==> src/pis_pkg.sv <==
// package: register map, field positions and types of the interrupt status block
package pis_pkg;
  localparam int ADDR_W = 16;
  localparam int DATA_W = 8;
  // documented status registers
  localparam logic [15:0] PEND_LOW_ADDR = 16'hFE04;
  localparam logic [15:0] PEND_HIGH_ADDR = 16'hFE05;
  // source control and status registers
  localparam logic [15:0] TICK_CTRL_ADDR = 16'hFE20;
  localparam logic [15:0] WRAP_CTRL_ADDR = 16'hFE21;
  localparam logic [15:0] CH0_CTRL_ADDR = 16'hFE22;
  localparam logic [15:0] CH1_CTRL_ADDR = 16'hFE23;
  localparam logic [15:0] DISP_STAT_ADDR = 16'hFE24;
  localparam logic [15:0] DISP_EN_ADDR = 16'hFE25;
  localparam logic [15:0] DISP_LINE_ADDR = 16'hFE26;
  localparam logic [15:0] CAP_STAT_ADDR = 16'hFE27;
  localparam logic [15:0] CAP_CTRL_ADDR = 16'hFE28;
  localparam logic [15:0] CAP_CHAR1_ADDR = 16'hFE29;
  localparam logic [15:0] CAP_CHAR2_ADDR = 16'hFE2A;
  localparam logic [15:0] SER_STAT_ADDR = 16'hFE2B;
  localparam logic [15:0] SER_CTRL_ADDR = 16'hFE2C;
  localparam logic [15:0] SER_DATA_ADDR = 16'hFE2D;
  localparam logic [15:0] EVT_STAT_ADDR = 16'hFE30;
  localparam logic [15:0] EVT_MASK_ADDR = 16'hFE31;
  // field positions
  localparam int TICK_EN_BIT = 0;
  localparam int TICK_ACK_BIT = 1;
  localparam int TICK_RATE_LSB = 2;
  localparam int FLAG_BIT = 7;
  localparam int IRQ_EN_BIT = 6;
  localparam int LINE_BIT = 0;
  localparam int SYNC_BIT = 1;
  localparam int SER_IRQ_EN_BIT = 0;
  localparam int SER_ON_BIT = 1;
  localparam int PEND_LOW_LSB = 2;
  localparam int CAP_BITS = 16;
  localparam int NUM_SLOTS = 9;
  // sticky event bits: tick, wrap, ch0, ch1, line, sync, caption, serial
  localparam int NUM_EVT = 8;
  localparam logic [7:0] RESET_BYTE = 8'h00;
  // default tick period exponent: 2^(base+rate) clocks
  localparam int TICK_BASE_LOG2 = 8;
  localparam int TICK_W = 24;

  typedef struct packed {
    logic [ADDR_W-1:0] addr;
    logic [DATA_W-1:0] wdata;
    logic wr;
    logic rd;
  } pis_bus_req_t;

  typedef struct packed {
    logic ext_flag;
    logic ext_irq_enable;
    logic pll_flag;
    logic pll_irq_enable;
    logic [15:0] counter_value;
    logic [15:0] counter_modulo;
    logic [1:0] channel_event;
    logic [7:0] scan_line;
    logic frame_sync;
    logic caption_bit_valid;
    logic caption_bit;
    logic transfer_done;
    logic [7:0] serial_rx_data;
  } pis_src_t;
endpackage

==> src/pis_top.sv <==
// interrupt status block: source flags, enables, acknowledges, pending registers
// Behaviour
// timebase chain wrap sets tick flag; requests only while tick enable set
// writing one to tick acknowledge clears the tick flag
// timer wrap flag sets when counter passes modulo value back to zero
// wrap requests only with its enable; flag and enable share one register
// capture or compare sets channel flag; requests only with channel enable
// scan line equal to target line sets line flag; gated by its enable
// leading edge of frame sync sets sync flag; gated by its enable
// any write to display status register acknowledges display flags
// sixteen caption bits captured into two chars set caption flag, gated
// any write to caption status register acknowledges caption flag
// end of serial transfer sets transfer flag; gated by serial enable
// transfer flag cleared by status read then data access, reset, disable
// nine sources map to pending slots one to nine; display shares seven
// pending low register: slots six..one in bits 7..2, rest zero, read only
// pending high register: slots nine..seven in bits 2..0, read only
// a pending bit reads one exactly while its source requests
// fixed priority, lowest slot number wins
// cpu global mask blocks every maskable request
// pending bit is flag and enable; display slot ORs both sources
//
// Added by the designer: strobed register access.
`timescale 1ns/1ns
`default_nettype none
module pis_top #(
  parameter int TICK_BASE_LOG2 = pis_pkg::TICK_BASE_LOG2,
  parameter int TICK_W = pis_pkg::TICK_W
) (
  input wire logic clk_sys,
  input wire logic rstn,
  input wire pis_pkg::pis_bus_req_t bus_req,
  output logic [7:0] bus_rdata,
  input wire pis_pkg::pis_src_t src,
  input wire logic cpu_irq_mask,
  output logic cpu_irq_req,
  output logic [3:0] cpu_irq_slot,
  output logic [7:0] serial_tx_data,
  output logic irq
);
  // refused at elaboration: rate 7 must still fit in the divider
  if (TICK_BASE_LOG2 < 1 || TICK_BASE_LOG2 + 7 > TICK_W) begin : g_bad_tick
    $error("tick divider too narrow for base and rate select");
  end

  logic wr;
  logic rd;
  logic [7:0] wd;
  logic [15:0] ad;
  assign wr = bus_req.wr;
  assign rd = bus_req.rd;
  assign wd = bus_req.wdata;
  assign ad = bus_req.addr;

  function automatic logic hit(input logic [15:0] a, input logic [15:0] b);
    hit = (a == b);
  endfunction

  // ---------------- timebase
  logic [TICK_W-1:0] tick_cnt_reg;
  logic [2:0] tick_rate_select_reg;
  logic tick_irq_enable_reg;
  logic tick_flag_reg;
  logic tick_wrap;
  logic [TICK_W-1:0] tick_mask;
  assign tick_mask = (TICK_W'(1) << (TICK_BASE_LOG2 + int'(tick_rate_select_reg)))
    - TICK_W'(1);
  assign tick_wrap = ((tick_cnt_reg & tick_mask) == tick_mask);

  always_ff @(posedge clk_sys) begin
    if (!rstn) begin
      tick_cnt_reg <= '0;
    end else begin
      tick_cnt_reg <= tick_cnt_reg + TICK_W'(1);
    end
  end

  always_ff @(posedge clk_sys) begin
    if (!rstn) begin
      tick_rate_select_reg <= 3'h0;
      tick_irq_enable_reg <= 1'b0;
    end else if (wr && hit(ad, pis_pkg::TICK_CTRL_ADDR)) begin
      tick_rate_select_reg <= wd[pis_pkg::TICK_RATE_LSB +: 3];
      tick_irq_enable_reg <= wd[pis_pkg::TICK_EN_BIT];
    end
  end

  always_ff @(posedge clk_sys) begin
    if (!rstn) begin
      tick_flag_reg <= 1'b0;
    end else if (tick_wrap) begin
      tick_flag_reg <= 1'b1;
    end else if (wr && hit(ad, pis_pkg::TICK_CTRL_ADDR)
                 && wd[pis_pkg::TICK_ACK_BIT]) begin
      tick_flag_reg <= 1'b0;
    end
  end

  // ---------------- timer wrap and channels
  logic [15:0] counter_prev_reg;
  logic counter_at_modulo_reg;
  logic wrap_flag_reg;
  logic wrap_irq_enable_reg;
  logic wrap_event;
  logic [1:0] channel_event_flag_reg;
  logic [1:0] channel_event_irq_enable_reg;

  // wrap is seen only when the previous sample sat on the modulo value
  assign wrap_event = counter_at_modulo_reg && (src.counter_value == 16'h0000)
    && (counter_prev_reg != 16'h0000);

  always_ff @(posedge clk_sys) begin
    if (!rstn) begin
      counter_prev_reg <= 16'h0000;
      counter_at_modulo_reg <= 1'b0;
    end else begin
      counter_prev_reg <= src.counter_value;
      counter_at_modulo_reg <= (src.counter_value == src.counter_modulo);
    end
  end

  always_ff @(posedge clk_sys) begin
    if (!rstn) begin
      wrap_flag_reg <= 1'b0;
      wrap_irq_enable_reg <= 1'b0;
    end else begin
      if (wr && hit(ad, pis_pkg::WRAP_CTRL_ADDR)) begin
        wrap_irq_enable_reg <= wd[pis_pkg::IRQ_EN_BIT];
      end
      if (wrap_event) begin
        wrap_flag_reg <= 1'b1;
      end else if (wr && hit(ad, pis_pkg::WRAP_CTRL_ADDR)
                   && !wd[pis_pkg::FLAG_BIT]) begin
        wrap_flag_reg <= 1'b0;
      end
    end
  end

  genvar ch;
  generate
    for (ch = 0; ch < 2; ch++) begin : g_ch
      logic ch_wr;
      assign ch_wr = wr && hit(ad, pis_pkg::CH0_CTRL_ADDR + 16'(ch));
      always_ff @(posedge clk_sys) begin
        if (!rstn) begin
          channel_event_flag_reg[ch] <= 1'b0;
          channel_event_irq_enable_reg[ch] <= 1'b0;
        end else begin
          if (ch_wr) begin
            channel_event_irq_enable_reg[ch] <= wd[pis_pkg::IRQ_EN_BIT];
          end
          if (src.channel_event[ch]) begin
            channel_event_flag_reg[ch] <= 1'b1;
          end else if (ch_wr && !wd[pis_pkg::FLAG_BIT]) begin
            channel_event_flag_reg[ch] <= 1'b0;
          end
        end
      end
    end
  endgenerate

  // ---------------- display
  logic [7:0] display_target_line_reg;
  logic line_match_irq_enable_reg;
  logic frame_sync_irq_enable_reg;
  logic line_match_flag_reg;
  logic frame_sync_flag_reg;
  logic line_equal_reg;
  logic frame_sync_prev_reg;
  logic line_event;
  logic sync_event;
  logic disp_ack;
  // flag on entering equality, so a line held still sets it once
  assign line_event = (src.scan_line == display_target_line_reg)
    && !line_equal_reg;
  assign sync_event = src.frame_sync && !frame_sync_prev_reg;
  assign disp_ack = wr && hit(ad, pis_pkg::DISP_STAT_ADDR);

  always_ff @(posedge clk_sys) begin
    if (!rstn) begin
      line_equal_reg <= 1'b0;
      frame_sync_prev_reg <= 1'b0;
    end else begin
      line_equal_reg <= (src.scan_line == display_target_line_reg);
      frame_sync_prev_reg <= src.frame_sync;
    end
  end

  always_ff @(posedge clk_sys) begin
    if (!rstn) begin
      display_target_line_reg <= pis_pkg::RESET_BYTE;
      line_match_irq_enable_reg <= 1'b0;
      frame_sync_irq_enable_reg <= 1'b0;
    end else begin
      if (wr && hit(ad, pis_pkg::DISP_LINE_ADDR)) begin
        display_target_line_reg <= wd;
      end
      if (wr && hit(ad, pis_pkg::DISP_EN_ADDR)) begin
        line_match_irq_enable_reg <= wd[pis_pkg::LINE_BIT];
        frame_sync_irq_enable_reg <= wd[pis_pkg::SYNC_BIT];
      end
    end
  end

  always_ff @(posedge clk_sys) begin
    if (!rstn) begin
      line_match_flag_reg <= 1'b0;
      frame_sync_flag_reg <= 1'b0;
    end else begin
      line_match_flag_reg <= line_event || (line_match_flag_reg && !disp_ack);
      frame_sync_flag_reg <= sync_event || (frame_sync_flag_reg && !disp_ack);
    end
  end

  // ---------------- caption slicer
  logic [15:0] cap_shift_reg;
  logic [3:0] cap_count_reg;
  logic [7:0] caption_char_first_reg;
  logic [7:0] caption_char_second_reg;
  logic caption_ready_flag_reg;
  logic caption_irq_enable_reg;
  logic cap_done;
  assign cap_done = src.caption_bit_valid && (cap_count_reg == 4'(15));

  always_ff @(posedge clk_sys) begin
    if (!rstn) begin
      cap_shift_reg <= 16'h0000;
      cap_count_reg <= 4'h0;
      caption_char_first_reg <= pis_pkg::RESET_BYTE;
      caption_char_second_reg <= pis_pkg::RESET_BYTE;
    end else if (src.caption_bit_valid) begin
      // first bit received lands in bit 0 of the first character
      cap_shift_reg <= {src.caption_bit, cap_shift_reg[15:1]};
      cap_count_reg <= cap_count_reg + 4'h1;
      if (cap_done) begin
        caption_char_first_reg <= cap_shift_reg[8:1];
        caption_char_second_reg <= {src.caption_bit, cap_shift_reg[15:9]};
      end
    end
  end

  always_ff @(posedge clk_sys) begin
    if (!rstn) begin
      caption_irq_enable_reg <= 1'b0;
    end else if (wr && hit(ad, pis_pkg::CAP_CTRL_ADDR)) begin
      caption_irq_enable_reg <= wd[0];
    end
  end

  always_ff @(posedge clk_sys) begin
    if (!rstn) begin
      caption_ready_flag_reg <= 1'b0;
    end else if (cap_done) begin
      caption_ready_flag_reg <= 1'b1;
    end else if (wr && hit(ad, pis_pkg::CAP_STAT_ADDR)) begin
      caption_ready_flag_reg <= 1'b0;
    end
  end

  // ---------------- serial
  logic transfer_done_flag_reg;
  logic transfer_irq_enable_reg;
  logic serial_on_reg;
  logic ser_armed_reg;
  logic [7:0] serial_data_reg;
  logic ser_data_access;
  logic ser_off_write;
  assign ser_data_access = (wr || rd) && hit(ad, pis_pkg::SER_DATA_ADDR);
  assign ser_off_write = wr && hit(ad, pis_pkg::SER_CTRL_ADDR)
    && !wd[pis_pkg::SER_ON_BIT];

  always_ff @(posedge clk_sys) begin
    if (!rstn) begin
      transfer_irq_enable_reg <= 1'b0;
      serial_on_reg <= 1'b0;
      serial_tx_data <= pis_pkg::RESET_BYTE;
      serial_data_reg <= pis_pkg::RESET_BYTE;
    end else begin
      if (wr && hit(ad, pis_pkg::SER_CTRL_ADDR)) begin
        transfer_irq_enable_reg <= wd[pis_pkg::SER_IRQ_EN_BIT];
        serial_on_reg <= wd[pis_pkg::SER_ON_BIT];
      end
      if (wr && hit(ad, pis_pkg::SER_DATA_ADDR)) begin
        serial_tx_data <= wd;
      end
      if (src.transfer_done) begin
        serial_data_reg <= src.serial_rx_data;
      end
    end
  end

  // a status read with the flag up arms the clear; the data access fires it
  always_ff @(posedge clk_sys) begin
    if (!rstn) begin
      transfer_done_flag_reg <= 1'b0;
      ser_armed_reg <= 1'b0;
    end else begin
      if (src.transfer_done) begin
        transfer_done_flag_reg <= 1'b1;
      end else if ((ser_armed_reg && ser_data_access) || ser_off_write) begin
        transfer_done_flag_reg <= 1'b0;
      end
      if (rd && hit(ad, pis_pkg::SER_STAT_ADDR) && transfer_done_flag_reg) begin
        ser_armed_reg <= 1'b1;
      end else if (ser_data_access || ser_off_write) begin
        ser_armed_reg <= 1'b0;
      end
    end
  end

  // ---------------- pending slots, priority, cpu request
  logic [pis_pkg::NUM_SLOTS:1] pend;
  assign pend[1] = src.ext_flag && src.ext_irq_enable;
  assign pend[2] = src.pll_flag && src.pll_irq_enable;
  assign pend[3] = tick_flag_reg && tick_irq_enable_reg;
  assign pend[4] = channel_event_flag_reg[0] && channel_event_irq_enable_reg[0];
  assign pend[5] = channel_event_flag_reg[1]
    && channel_event_irq_enable_reg[1];
  assign pend[6] = wrap_flag_reg && wrap_irq_enable_reg;
  assign pend[7] = (line_match_flag_reg && line_match_irq_enable_reg)
    || (frame_sync_flag_reg && frame_sync_irq_enable_reg);
  assign pend[8] = caption_ready_flag_reg && caption_irq_enable_reg;
  assign pend[9] = transfer_done_flag_reg && transfer_irq_enable_reg;

  logic [3:0] slot_next;
  always_comb begin
    slot_next = 4'h0;
    for (int i = pis_pkg::NUM_SLOTS; i >= 1; i--) begin
      if (pend[i]) begin
        slot_next = 4'(i);
      end
    end
  end

  always_ff @(posedge clk_sys) begin
    if (!rstn) begin
      cpu_irq_slot <= 4'h0;
    end else begin
      cpu_irq_slot <= slot_next;
    end
  end

  assign cpu_irq_req = (|pend) && !cpu_irq_mask;

  // ---------------- sticky event status with mask, cleared by read
  logic [7:0] evt_stat_reg;
  logic [7:0] evt_mask_reg;
  logic [7:0] evt_in;
  assign evt_in = {src.transfer_done, cap_done, sync_event, line_event,
    src.channel_event[1], src.channel_event[0], wrap_event, tick_wrap};

  always_ff @(posedge clk_sys) begin
    if (!rstn) begin
      evt_stat_reg <= pis_pkg::RESET_BYTE;
    end else if (rd && hit(ad, pis_pkg::EVT_STAT_ADDR)) begin
      evt_stat_reg <= evt_in; // set wins over the read clear
    end else begin
      evt_stat_reg <= evt_stat_reg | evt_in;
    end
  end

  always_ff @(posedge clk_sys) begin
    if (!rstn) begin
      evt_mask_reg <= pis_pkg::RESET_BYTE;
    end else if (wr && hit(ad, pis_pkg::EVT_MASK_ADDR)) begin
      evt_mask_reg <= wd;
    end
  end

  assign irq = |(evt_stat_reg & evt_mask_reg);

  // ---------------- read mux
  logic [7:0] rdata_next;
  always_comb begin
    rdata_next = 8'h00;
    unique case (ad)
      pis_pkg::PEND_LOW_ADDR: rdata_next = {pend[6:1], 2'b00};
      pis_pkg::PEND_HIGH_ADDR: rdata_next = {5'h00, pend[9:7]};
      pis_pkg::TICK_CTRL_ADDR: rdata_next = {tick_flag_reg, 2'b00,
        tick_rate_select_reg, 1'b0, tick_irq_enable_reg};
      pis_pkg::WRAP_CTRL_ADDR: rdata_next = {wrap_flag_reg,
        wrap_irq_enable_reg, 6'h00};
      pis_pkg::CH0_CTRL_ADDR: rdata_next = {channel_event_flag_reg[0],
        channel_event_irq_enable_reg[0], 6'h00};
      pis_pkg::CH1_CTRL_ADDR: rdata_next = {channel_event_flag_reg[1],
        channel_event_irq_enable_reg[1], 6'h00};
      pis_pkg::DISP_STAT_ADDR: rdata_next = {6'h00, frame_sync_flag_reg,
        line_match_flag_reg};
      pis_pkg::DISP_EN_ADDR: rdata_next = {6'h00, frame_sync_irq_enable_reg,
        line_match_irq_enable_reg};
      pis_pkg::DISP_LINE_ADDR: rdata_next = display_target_line_reg;
      pis_pkg::CAP_STAT_ADDR: rdata_next = {7'h00, caption_ready_flag_reg};
      pis_pkg::CAP_CTRL_ADDR: rdata_next = {7'h00, caption_irq_enable_reg};
      pis_pkg::CAP_CHAR1_ADDR: rdata_next = caption_char_first_reg;
      pis_pkg::CAP_CHAR2_ADDR: rdata_next = caption_char_second_reg;
      pis_pkg::SER_STAT_ADDR: rdata_next = {7'h00, transfer_done_flag_reg};
      pis_pkg::SER_CTRL_ADDR: rdata_next = {6'h00, serial_on_reg,
        transfer_irq_enable_reg};
      pis_pkg::SER_DATA_ADDR: rdata_next = serial_data_reg;
      pis_pkg::EVT_STAT_ADDR: rdata_next = evt_stat_reg;
      pis_pkg::EVT_MASK_ADDR: rdata_next = evt_mask_reg;
      default: rdata_next = 8'h00;
    endcase
  end

  // data stands only in the cycle after the read strobe
  always_ff @(posedge clk_sys) begin
    if (!rstn) begin
      bus_rdata <= 8'h00;
    end else begin
      bus_rdata <= rd ? rdata_next : 8'h00;
    end
  end
endmodule
`default_nettype wire

==> config.mk <==
export PLATFORM = sky130hd
export DESIGN_NAME = pis_top
export DESIGN_NICKNAME = d
export VERILOG_FILES = /design/src/pis_pkg.sv /design/src/pis_top.sv
export SDC_FILE = /design/constraint.sdc
export NUM_CORES = 1
export LEC_CHECK = 0
export BUFFER_PORTS_ARGS = -buffer_cell sky130_fd_sc_hd__buf_4
export CAP_MARGIN = 10
export CORE_ASPECT_RATIO = 0.6
export CORE_MARGIN = 2
export CORE_UTILIZATION = 30
export CTS_BUF_LIST = sky130_fd_sc_hd__clkbuf_16
export CTS_CLUSTER_SIZE = 40
export DETAILED_ROUTE_END_ITERATION = 10
export GPL_TIMING_DRIVEN = 0
export REMOVE_ABC_BUFFERS = 1
export SYNTH_ARGS = -nofsm -noshare
export SYNTH_HDL_FRONTEND = slang
export SYNTH_SLANG_ARGS = --single-unit
==> constraint.sdc <==
create_clock -name clk_sys -period 2.53 [get_ports clk_sys]
set_input_delay 0.759 -clock clk_sys [delete_from_list [all_inputs] [get_ports clk_sys]]
set_output_delay 0.759 -clock clk_sys [all_outputs]
set_load 0.05 [all_outputs]
==> results of run 1 <==
layout make-up:
type,count,area share [%]
multi-input cells,561,41.0
flip-flops and latches,151,36.1
repair buffers,119,11.1
clock buffers,17,5.08
well taps,286,4.28
clock inverters,15,1.96
inverters,9,0.433
metrics by stage:
step / setup TNS (ns) / instances / total power [W] / setup slack (ns)
2_1_floorplan: -21.00 / 721 / 0.00264 / -0.262
3_3_place_gp: -194.44 / 1115 / 0.00286 / -1.73
3_5_place_dp: -19.79 / 1116 / 0.00287 / -0.680
4_1_cts: 0 / 1155 / 0.00546 / 0.0408
5_1_grt: -0.0501 / 1158 / 0.00560 / -0.0501
6_report: 0 / 1158 / 0.00541 / 0.0100
how the worst min path moves through the flow:
stage | end | cells after the start | slack [ns] | startpoint
floorplan | tick_cnt_reg[0] | 1 | 0.43 | tick_cnt_reg[0]
global placement | tick_cnt_reg[0] | 1 | 0.44 | tick_cnt_reg[0]
detailed placement | tick_cnt_reg[0] | 1 | 0.45 | tick_cnt_reg[0]
CTS | caption_char_first_reg[5] | 2 | 0.46 | caption_char_first_reg[5]
global route | serial_tx_data[3] | 2 | 0.47 | serial_tx_data[3]
finish | serial_tx_data[1] | 2 | 0.46 | serial_tx_data[1]
placed cells by master (no fill, tap or decap), types with 9 or more instances in the layout:
cell	n
buf_4	116
nor4_1	15
and2_1	22
inv_1	9
xnor2_1	17
nand4_1	24
mux2i_1	37
o21ai_0	17
clkbuf_16	17
nand2_1	104
nor2_1	79
a22oi_1	16
dfxtp_1	149
a31oi_1	9
a21oi_1	71
xor2_1	30
nand3_1	31
power by group through the flow:
| stage | registers [W] | logic (W) | clock network, W |
|---|---|---|---|
| after CTS | 0.00245 | 0.000373 | 0.00264 |
| after global placement | 0.00250 | 0.000364 | 0 |
| after floorplan | 0.00249 | 0.000144 | 0 |
| final | 0.00245 | 0.000376 | 0.00259 |
| after detailed placement | 0.00250 | 0.000371 | 0 |
| after global routing | 0.00245 | 0.000405 | 0.00274 |
timing repair:
action / CTS / global route
pin swaps: 2 / 6
setup endpoints to repair: 12 / 17
cloned: 0 / 0
buffers inserted: 7 / 2
resized for setup: 6 / 5
layer usage:
| layer | share of wire (%) | global-route usage (%) | vias to the layer above | wire (um) |
|---|---|---|---|---|
| met5 | 0 | 0 | - | 0 |
| met4 | 1.1 | 4.64 | 0 | 228 |
| met3 | 11 | 7.39 | 20 | 2280 |
| met2 | 37 | 22.5 | 239 | 7610 |
| met1 | 50 | 26.5 | 2810 | 10200 |
| li1 | - | - | 2888 | - |
cell families (layout without fill, tap and decap cells):
family	count (synthesis)	after routing	share of synthesized area [%]
buffers and inverters	47	160	2.87
adder cells (fa/ha/maj)	3	3	0.567
flip-flops	151	151	45.7
AND/OR/NAND/NOR	331	331	25.5
AO/OA/AOI/OAI	140	140	12.7
multiplexers	40	40	6.45
XOR/XNOR	47	47	6.22
tightest hold or removal path, stage by stage (launching register included):
cell and delay, ns:
dfxtp_1 0.31, nand2_1 0.05, a21oi_1 0.05
==> results.sh, run 1 <==
export IMPL_endpoint="cpu_irq_req"
export IMPL_critPathMaxStageDelay_ns=0.35
export IMPL_ir_drop_uv=519
export IMPL_dr_first_iter_drc_count=610
export IMPL_timing_final_hold_violations=0
export IMPL_syn_to_final_growth_pct=26.5
export IMPL_cpMaxStageDelayCell="dfxtp_2"
export IMPL_worstSetupPathType="reg -> out"
export IMPL_arrival_ns=1.76
export IMPL_firstDrtPassIters=8
export IMPL_io_buffers=108
export IMPL_rr_startpoint="channel_event_flag_reg[1]"
export IMPL_outcome="completed"
export IMPL_grt_max_degree=82
export IMPL_crit_family="compound AO/OA/AOI/OAI gates"
export IMPL_post_route_min_period_ns=2.52
export IMPL_start_kind="flop"
export IMPL_clk_pin_slew_ns=0.06
export IMPL_syn_inst=759
export IMPL_drive_above_1_share_pct=20.3
export IMPL_vias=5957
export IMPL_switchingPower_w=0.00135
export IMPL_synth_edf_count=0
export IMPL_fmax_mhz=397
export IMPL_power_frac_clock_pct=47.8
export IMPL_cts_sinks=151
export IMPL_p_int_w=0.00406
export IMPL_r2r_slack_ns=0.57
export IMPL_seq_area_um2=3030
export IMPL_antenna_left=0
export IMPL_yosysTopAreaCell="dfxtp_1"
export IMPL_die_area_um2=23300
export IMPL_core_area_um2=21900
export IMPL_slew_headroom_pct=44.4
export IMPL_hold_ws_ns=0.458
export IMPL_crit_required_ns=1.77
export IMPL_track_usage_pct=17.7
export IMPL_tightest_slew_ns=0.832
export IMPL_synth_top_area_share_pct=45.7
export IMPL_worstPathCellList="a22oi_2 -> nand4_1 -> nor2_1 -> a31oi_1 -> buf_4"
export IMPL_clk_latency_ns=0.43
export IMPL_avgSynthCellArea_um2=8.72
export IMPL_grt_pass1_vias=5514
export IMPL_gp_congestion=0.902
export IMPL_yosysMostFrequentCell="dfxtp_1"
export IMPL_synth_area_leaders="dfxtp_1 46%, nand2_1 5.9%, mux2i_1 5.6%"
export IMPL_cts_hold_buffers=0
export IMPL_cts_tree="yes"
export IMPL_placed_area_um2=7660
export IMPL_routed_wl_mm=20.3
export IMPL_setup_worst_path_end_class="primary output"
export IMPL_power_density_nw_per_um2=647
export IMPL_diodes=0
export IMPL_ys_seq_elements=151
export IMPL_cp_num_buf_inv=1
export IMPL_comb_power_share_pct=7.0
export IMPL_reg2reg_to="bus_rdata[7]"
export IMPL_fin_crit_sh_pct=99.6
export IMPL_numCtsBuffers=17
export IMPL_critical_path_max_fanout=4
export IMPL_synthArstFlopShare_pct=0
export IMPL_dieWidth_um=196
export IMPL_ios=109
export IMPL_maxSlewViolCount=0
export IMPL_ys_types=60
export IMPL_fin_skew_ns=0.00971
export IMPL_fin_util_pct=38.3
export IMPL_cts_max_level=4
export IMPL_ys_warn_count=0
export IMPL_clock_path_buffers=2
export IMPL_hold_path_class="reg -> reg"
export IMPL_power_leakage_nw=3.16
export IMPL_start_util_pct=30.3
export IMPL_drc=0
export IMPL_wire_per_inst_um=17.5
export IMPL_syn_cell_area_um2=6620
export IMPL_viasPerCell=5.14
export IMPL_seq_area_frac_synth_pct=45.7
export IMPL_fp_dieH_um=119
export IMPL_nets=949
export IMPL_cp_num_cells=5
export IMPL_clock_root_buffer="clkbuf_16"
export IMPL_dp_hpwl_mm=14.4
export IMPL_critPathLaunch="frame_sync_irq_enable_reg"
export IMPL_finalSetupViolations=0
export IMPL_synth_ff_type="dfxtp_1"
export IMPL_rsz0062_at_grt="yes"
export IMPL_fin_area_um2=8370
export IMPL_grt_first_pass_wirelength_mm=31.6
export IMPL_multi_input_area_um2=3430
export IMPL_fp_row_count=42
export IMPL_nFillCells=2264
export IMPL_power_frac_seq_pct=45.3
export IMPL_largest_reg_flops=24
export IMPL_swShare_pct=24.9
export IMPL_cap_violations=0
export IMPL_gr_total_overflow=0
export IMPL_synthTopCellsByCount="151 x dfxtp_1, 104 x nand2_1, 81 x nor2_1"
export IMPL_antenna_found_initial=0
export IMPL_worst_r2r_cell_count=5
Note: power is estimated with default switching activity, not from simulation.
==> inputs of run 2 (changes only) <==
--- a/config.mk
+++ b/config.mk
@@ -13,8 +13,10 @@
 export CTS_BUF_LIST = sky130_fd_sc_hd__clkbuf_16
 export CTS_CLUSTER_SIZE = 40
 export DETAILED_ROUTE_END_ITERATION = 10
+export GPL_ROUTABILITY_DRIVEN = 0
 export GPL_TIMING_DRIVEN = 0
 export REMOVE_ABC_BUFFERS = 1
+export SETUP_SLACK_MARGIN = 0.05
 export SYNTH_ARGS = -nofsm -noshare
 export SYNTH_HDL_FRONTEND = slang
 export SYNTH_SLANG_ARGS = --single-unit
==> constraint.sdc (replaced) <==
create_clock -name clk_sys -period 2 [get_ports clk_sys]
set_input_delay 0.6 -clock clk_sys [delete_from_list [all_inputs] [get_ports clk_sys]]
set_output_delay 0.6 -clock clk_sys [all_outputs]
set_load 0.05 [all_outputs]
==> results.sh, run 2 (synthesized netlist as in run 1, its figures left out) <==
export IMPL_maxSlewViolCount=0
export IMPL_timing_final_hold_violations=0
export IMPL_cts_tree="yes"
export IMPL_firstDrtPassIters=5
export IMPL_cap_violations=0
export IMPL_hold_path_class="in -> reg"
export IMPL_critPathLaunch="frame_sync_flag_reg"
export IMPL_track_usage_pct=18.1
export IMPL_clk_pin_slew_ns=0.06
export IMPL_dp_hpwl_mm=14.4
export IMPL_numCtsBuffers=17
export IMPL_fp_dieH_um=119
export IMPL_post_route_min_period_ns=2.28
export IMPL_start_kind="flop"
export IMPL_mostFrequentLayoutCell="dfxtp_1"
export IMPL_finalSetupViolations=2
export IMPL_syn_to_final_growth_pct=36.7
export IMPL_clock_path_buffers=2
export IMPL_die_area_um2=23300
export IMPL_hold_ws_ns=0.392
export IMPL_layout_common_cells="147 x dfxtp_1, 141 x buf_4, 100 x nand2_1, 74 x nor2_1, 70 x a21oi_1"
export IMPL_rr_startpoint="tick_cnt_reg[4]"
export IMPL_grt_first_pass_wirelength_mm=32.5
export IMPL_dr_first_iter_drc_count=632
export IMPL_routed_wl_mm=21.3
export IMPL_vias=6210
export IMPL_slew_headroom_pct=45.6
export IMPL_nets=996
export IMPL_outcome="finished with violations"
export IMPL_cts_max_level=4
export IMPL_violations="setup timing"
export IMPL_wire_per_inst_um=17.7
export IMPL_arrival_ns=1.68
export IMPL_diodes=0
export IMPL_drive_above_1_share_pct=27.2
export IMPL_clk_latency_ns=0.43
export IMPL_power_leakage_nw=3.48
export IMPL_power_density_nw_per_um2=765
export IMPL_grt_max_degree=82
export IMPL_gr_total_overflow=0
export IMPL_largest_reg_flops=24
export IMPL_antenna_found_initial=0
export IMPL_ir_drop_uv=654
export IMPL_cts_sinks=151
export IMPL_io_buffers=108
export IMPL_rsz0062_at_grt="yes"
export IMPL_grt_pass1_vias=5686
export IMPL_ios=109
export IMPL_cts_hold_buffers=0
export IMPL_fin_crit_sh_pct=114
export IMPL_start_util_pct=30.3
export IMPL_clock_root_buffer="clkbuf_16"
export IMPL_setup_worst_path_end_class="primary output"
export IMPL_tightest_slew_ns=0.814
export IMPL_placed_area_um2=7660
export IMPL_antenna_left=0
export IMPL_critical_path_max_fanout=3
export IMPL_dieWidth_um=196
export IMPL_holdCritStartpoint="src[11]"
export IMPL_fp_row_count=42
export IMPL_crit_required_ns=1.40
export IMPL_viasPerCell=5.15
export IMPL_drc=0
export IMPL_fin_area_um2=9040
export IMPL_fin_skew_ns=0.0106
export IMPL_worstSetupPathType="reg -> out"
export IMPL_finalWorstSetupSlack_ns=-0.285
export IMPL_fmax_mhz=438
export IMPL_core_area_um2=21900
-- run 2: cell count changes in the layout (fill, tap and decap cells not counted), sizes merged --
cell and delta:
buf +46, clkbuf +1
-- run 2: metrics by stage --
stage	TNS (ns)	instances	utilization (%)	power [W]	setup slack [ns]
after global placement	-241.93	1115	34.9	0.00362	-2.10
after global routing	-0.422	1205	41.4	0.00715	-0.368
after detailed placement	-47.83	1116	35.0	0.00363	-1.05
final	-0.315	1205	41.4	0.00692	-0.285
after CTS	-0.284	1181	39.8	0.00692	-0.264
after floorplan	-67.44	721	-	0.00334	-0.633
-- run 2: area by class of cell --
type,count,area [um2]
Timing Repair Buffer,166,1440
Clock buffer,17,425
Inverter,9,36.3
Fill cell,2194,12800
Clock inverter,15,164
Sequential cell,151,3030
Tap cell,286,358
Multi-Input combinational cell,561,3590
-- run 2: worst max-delay path, stage by stage (launching register included) --
cell and delay, ns:
dfxtp_2 0.35, a22oi_2 0.30, nand4_1 0.19, nor2_1 0.12
a31oi_1 0.10, buf_4 0.21
-- run 2: what timing repair did --
action	4_1_cts	5_1_grt
gates cloned	0	1
endpoints found under the setup margin	71	40
pin swaps	20	27
resized for setup	42	35
setup buffers	33	24
-- run 2: final timing paths --
check	endpoint	slack, ns	cells past startpoint
hold reg to reg	serial_tx_data[1]	0.46	2
hold / removal	frame_sync_prev_reg	0.39	2
setup reg to reg	tick_cnt_reg[19]	0.23	6
setup / recovery	cpu_irq_req	-0.28	5
-- run 2: where the power goes --
part	internal, W	switching [W]
Combinational	0.000254	0.000282
Clock	0.00187	0.00141
Sequential	0.00306	0.0000407
Total	0.00518	0.00173
-- run 2: layer usage --
metal	routed length, um	vias up	GRT usage [%]	share of wire (%)
li1	-	2986	-	-
met1	10700	2978	26.9	50
met2	8100	224	23.4	38
met3	2270	22	7.73	11
met4	242	0	4.88	1.1
met5	0	-	0	0
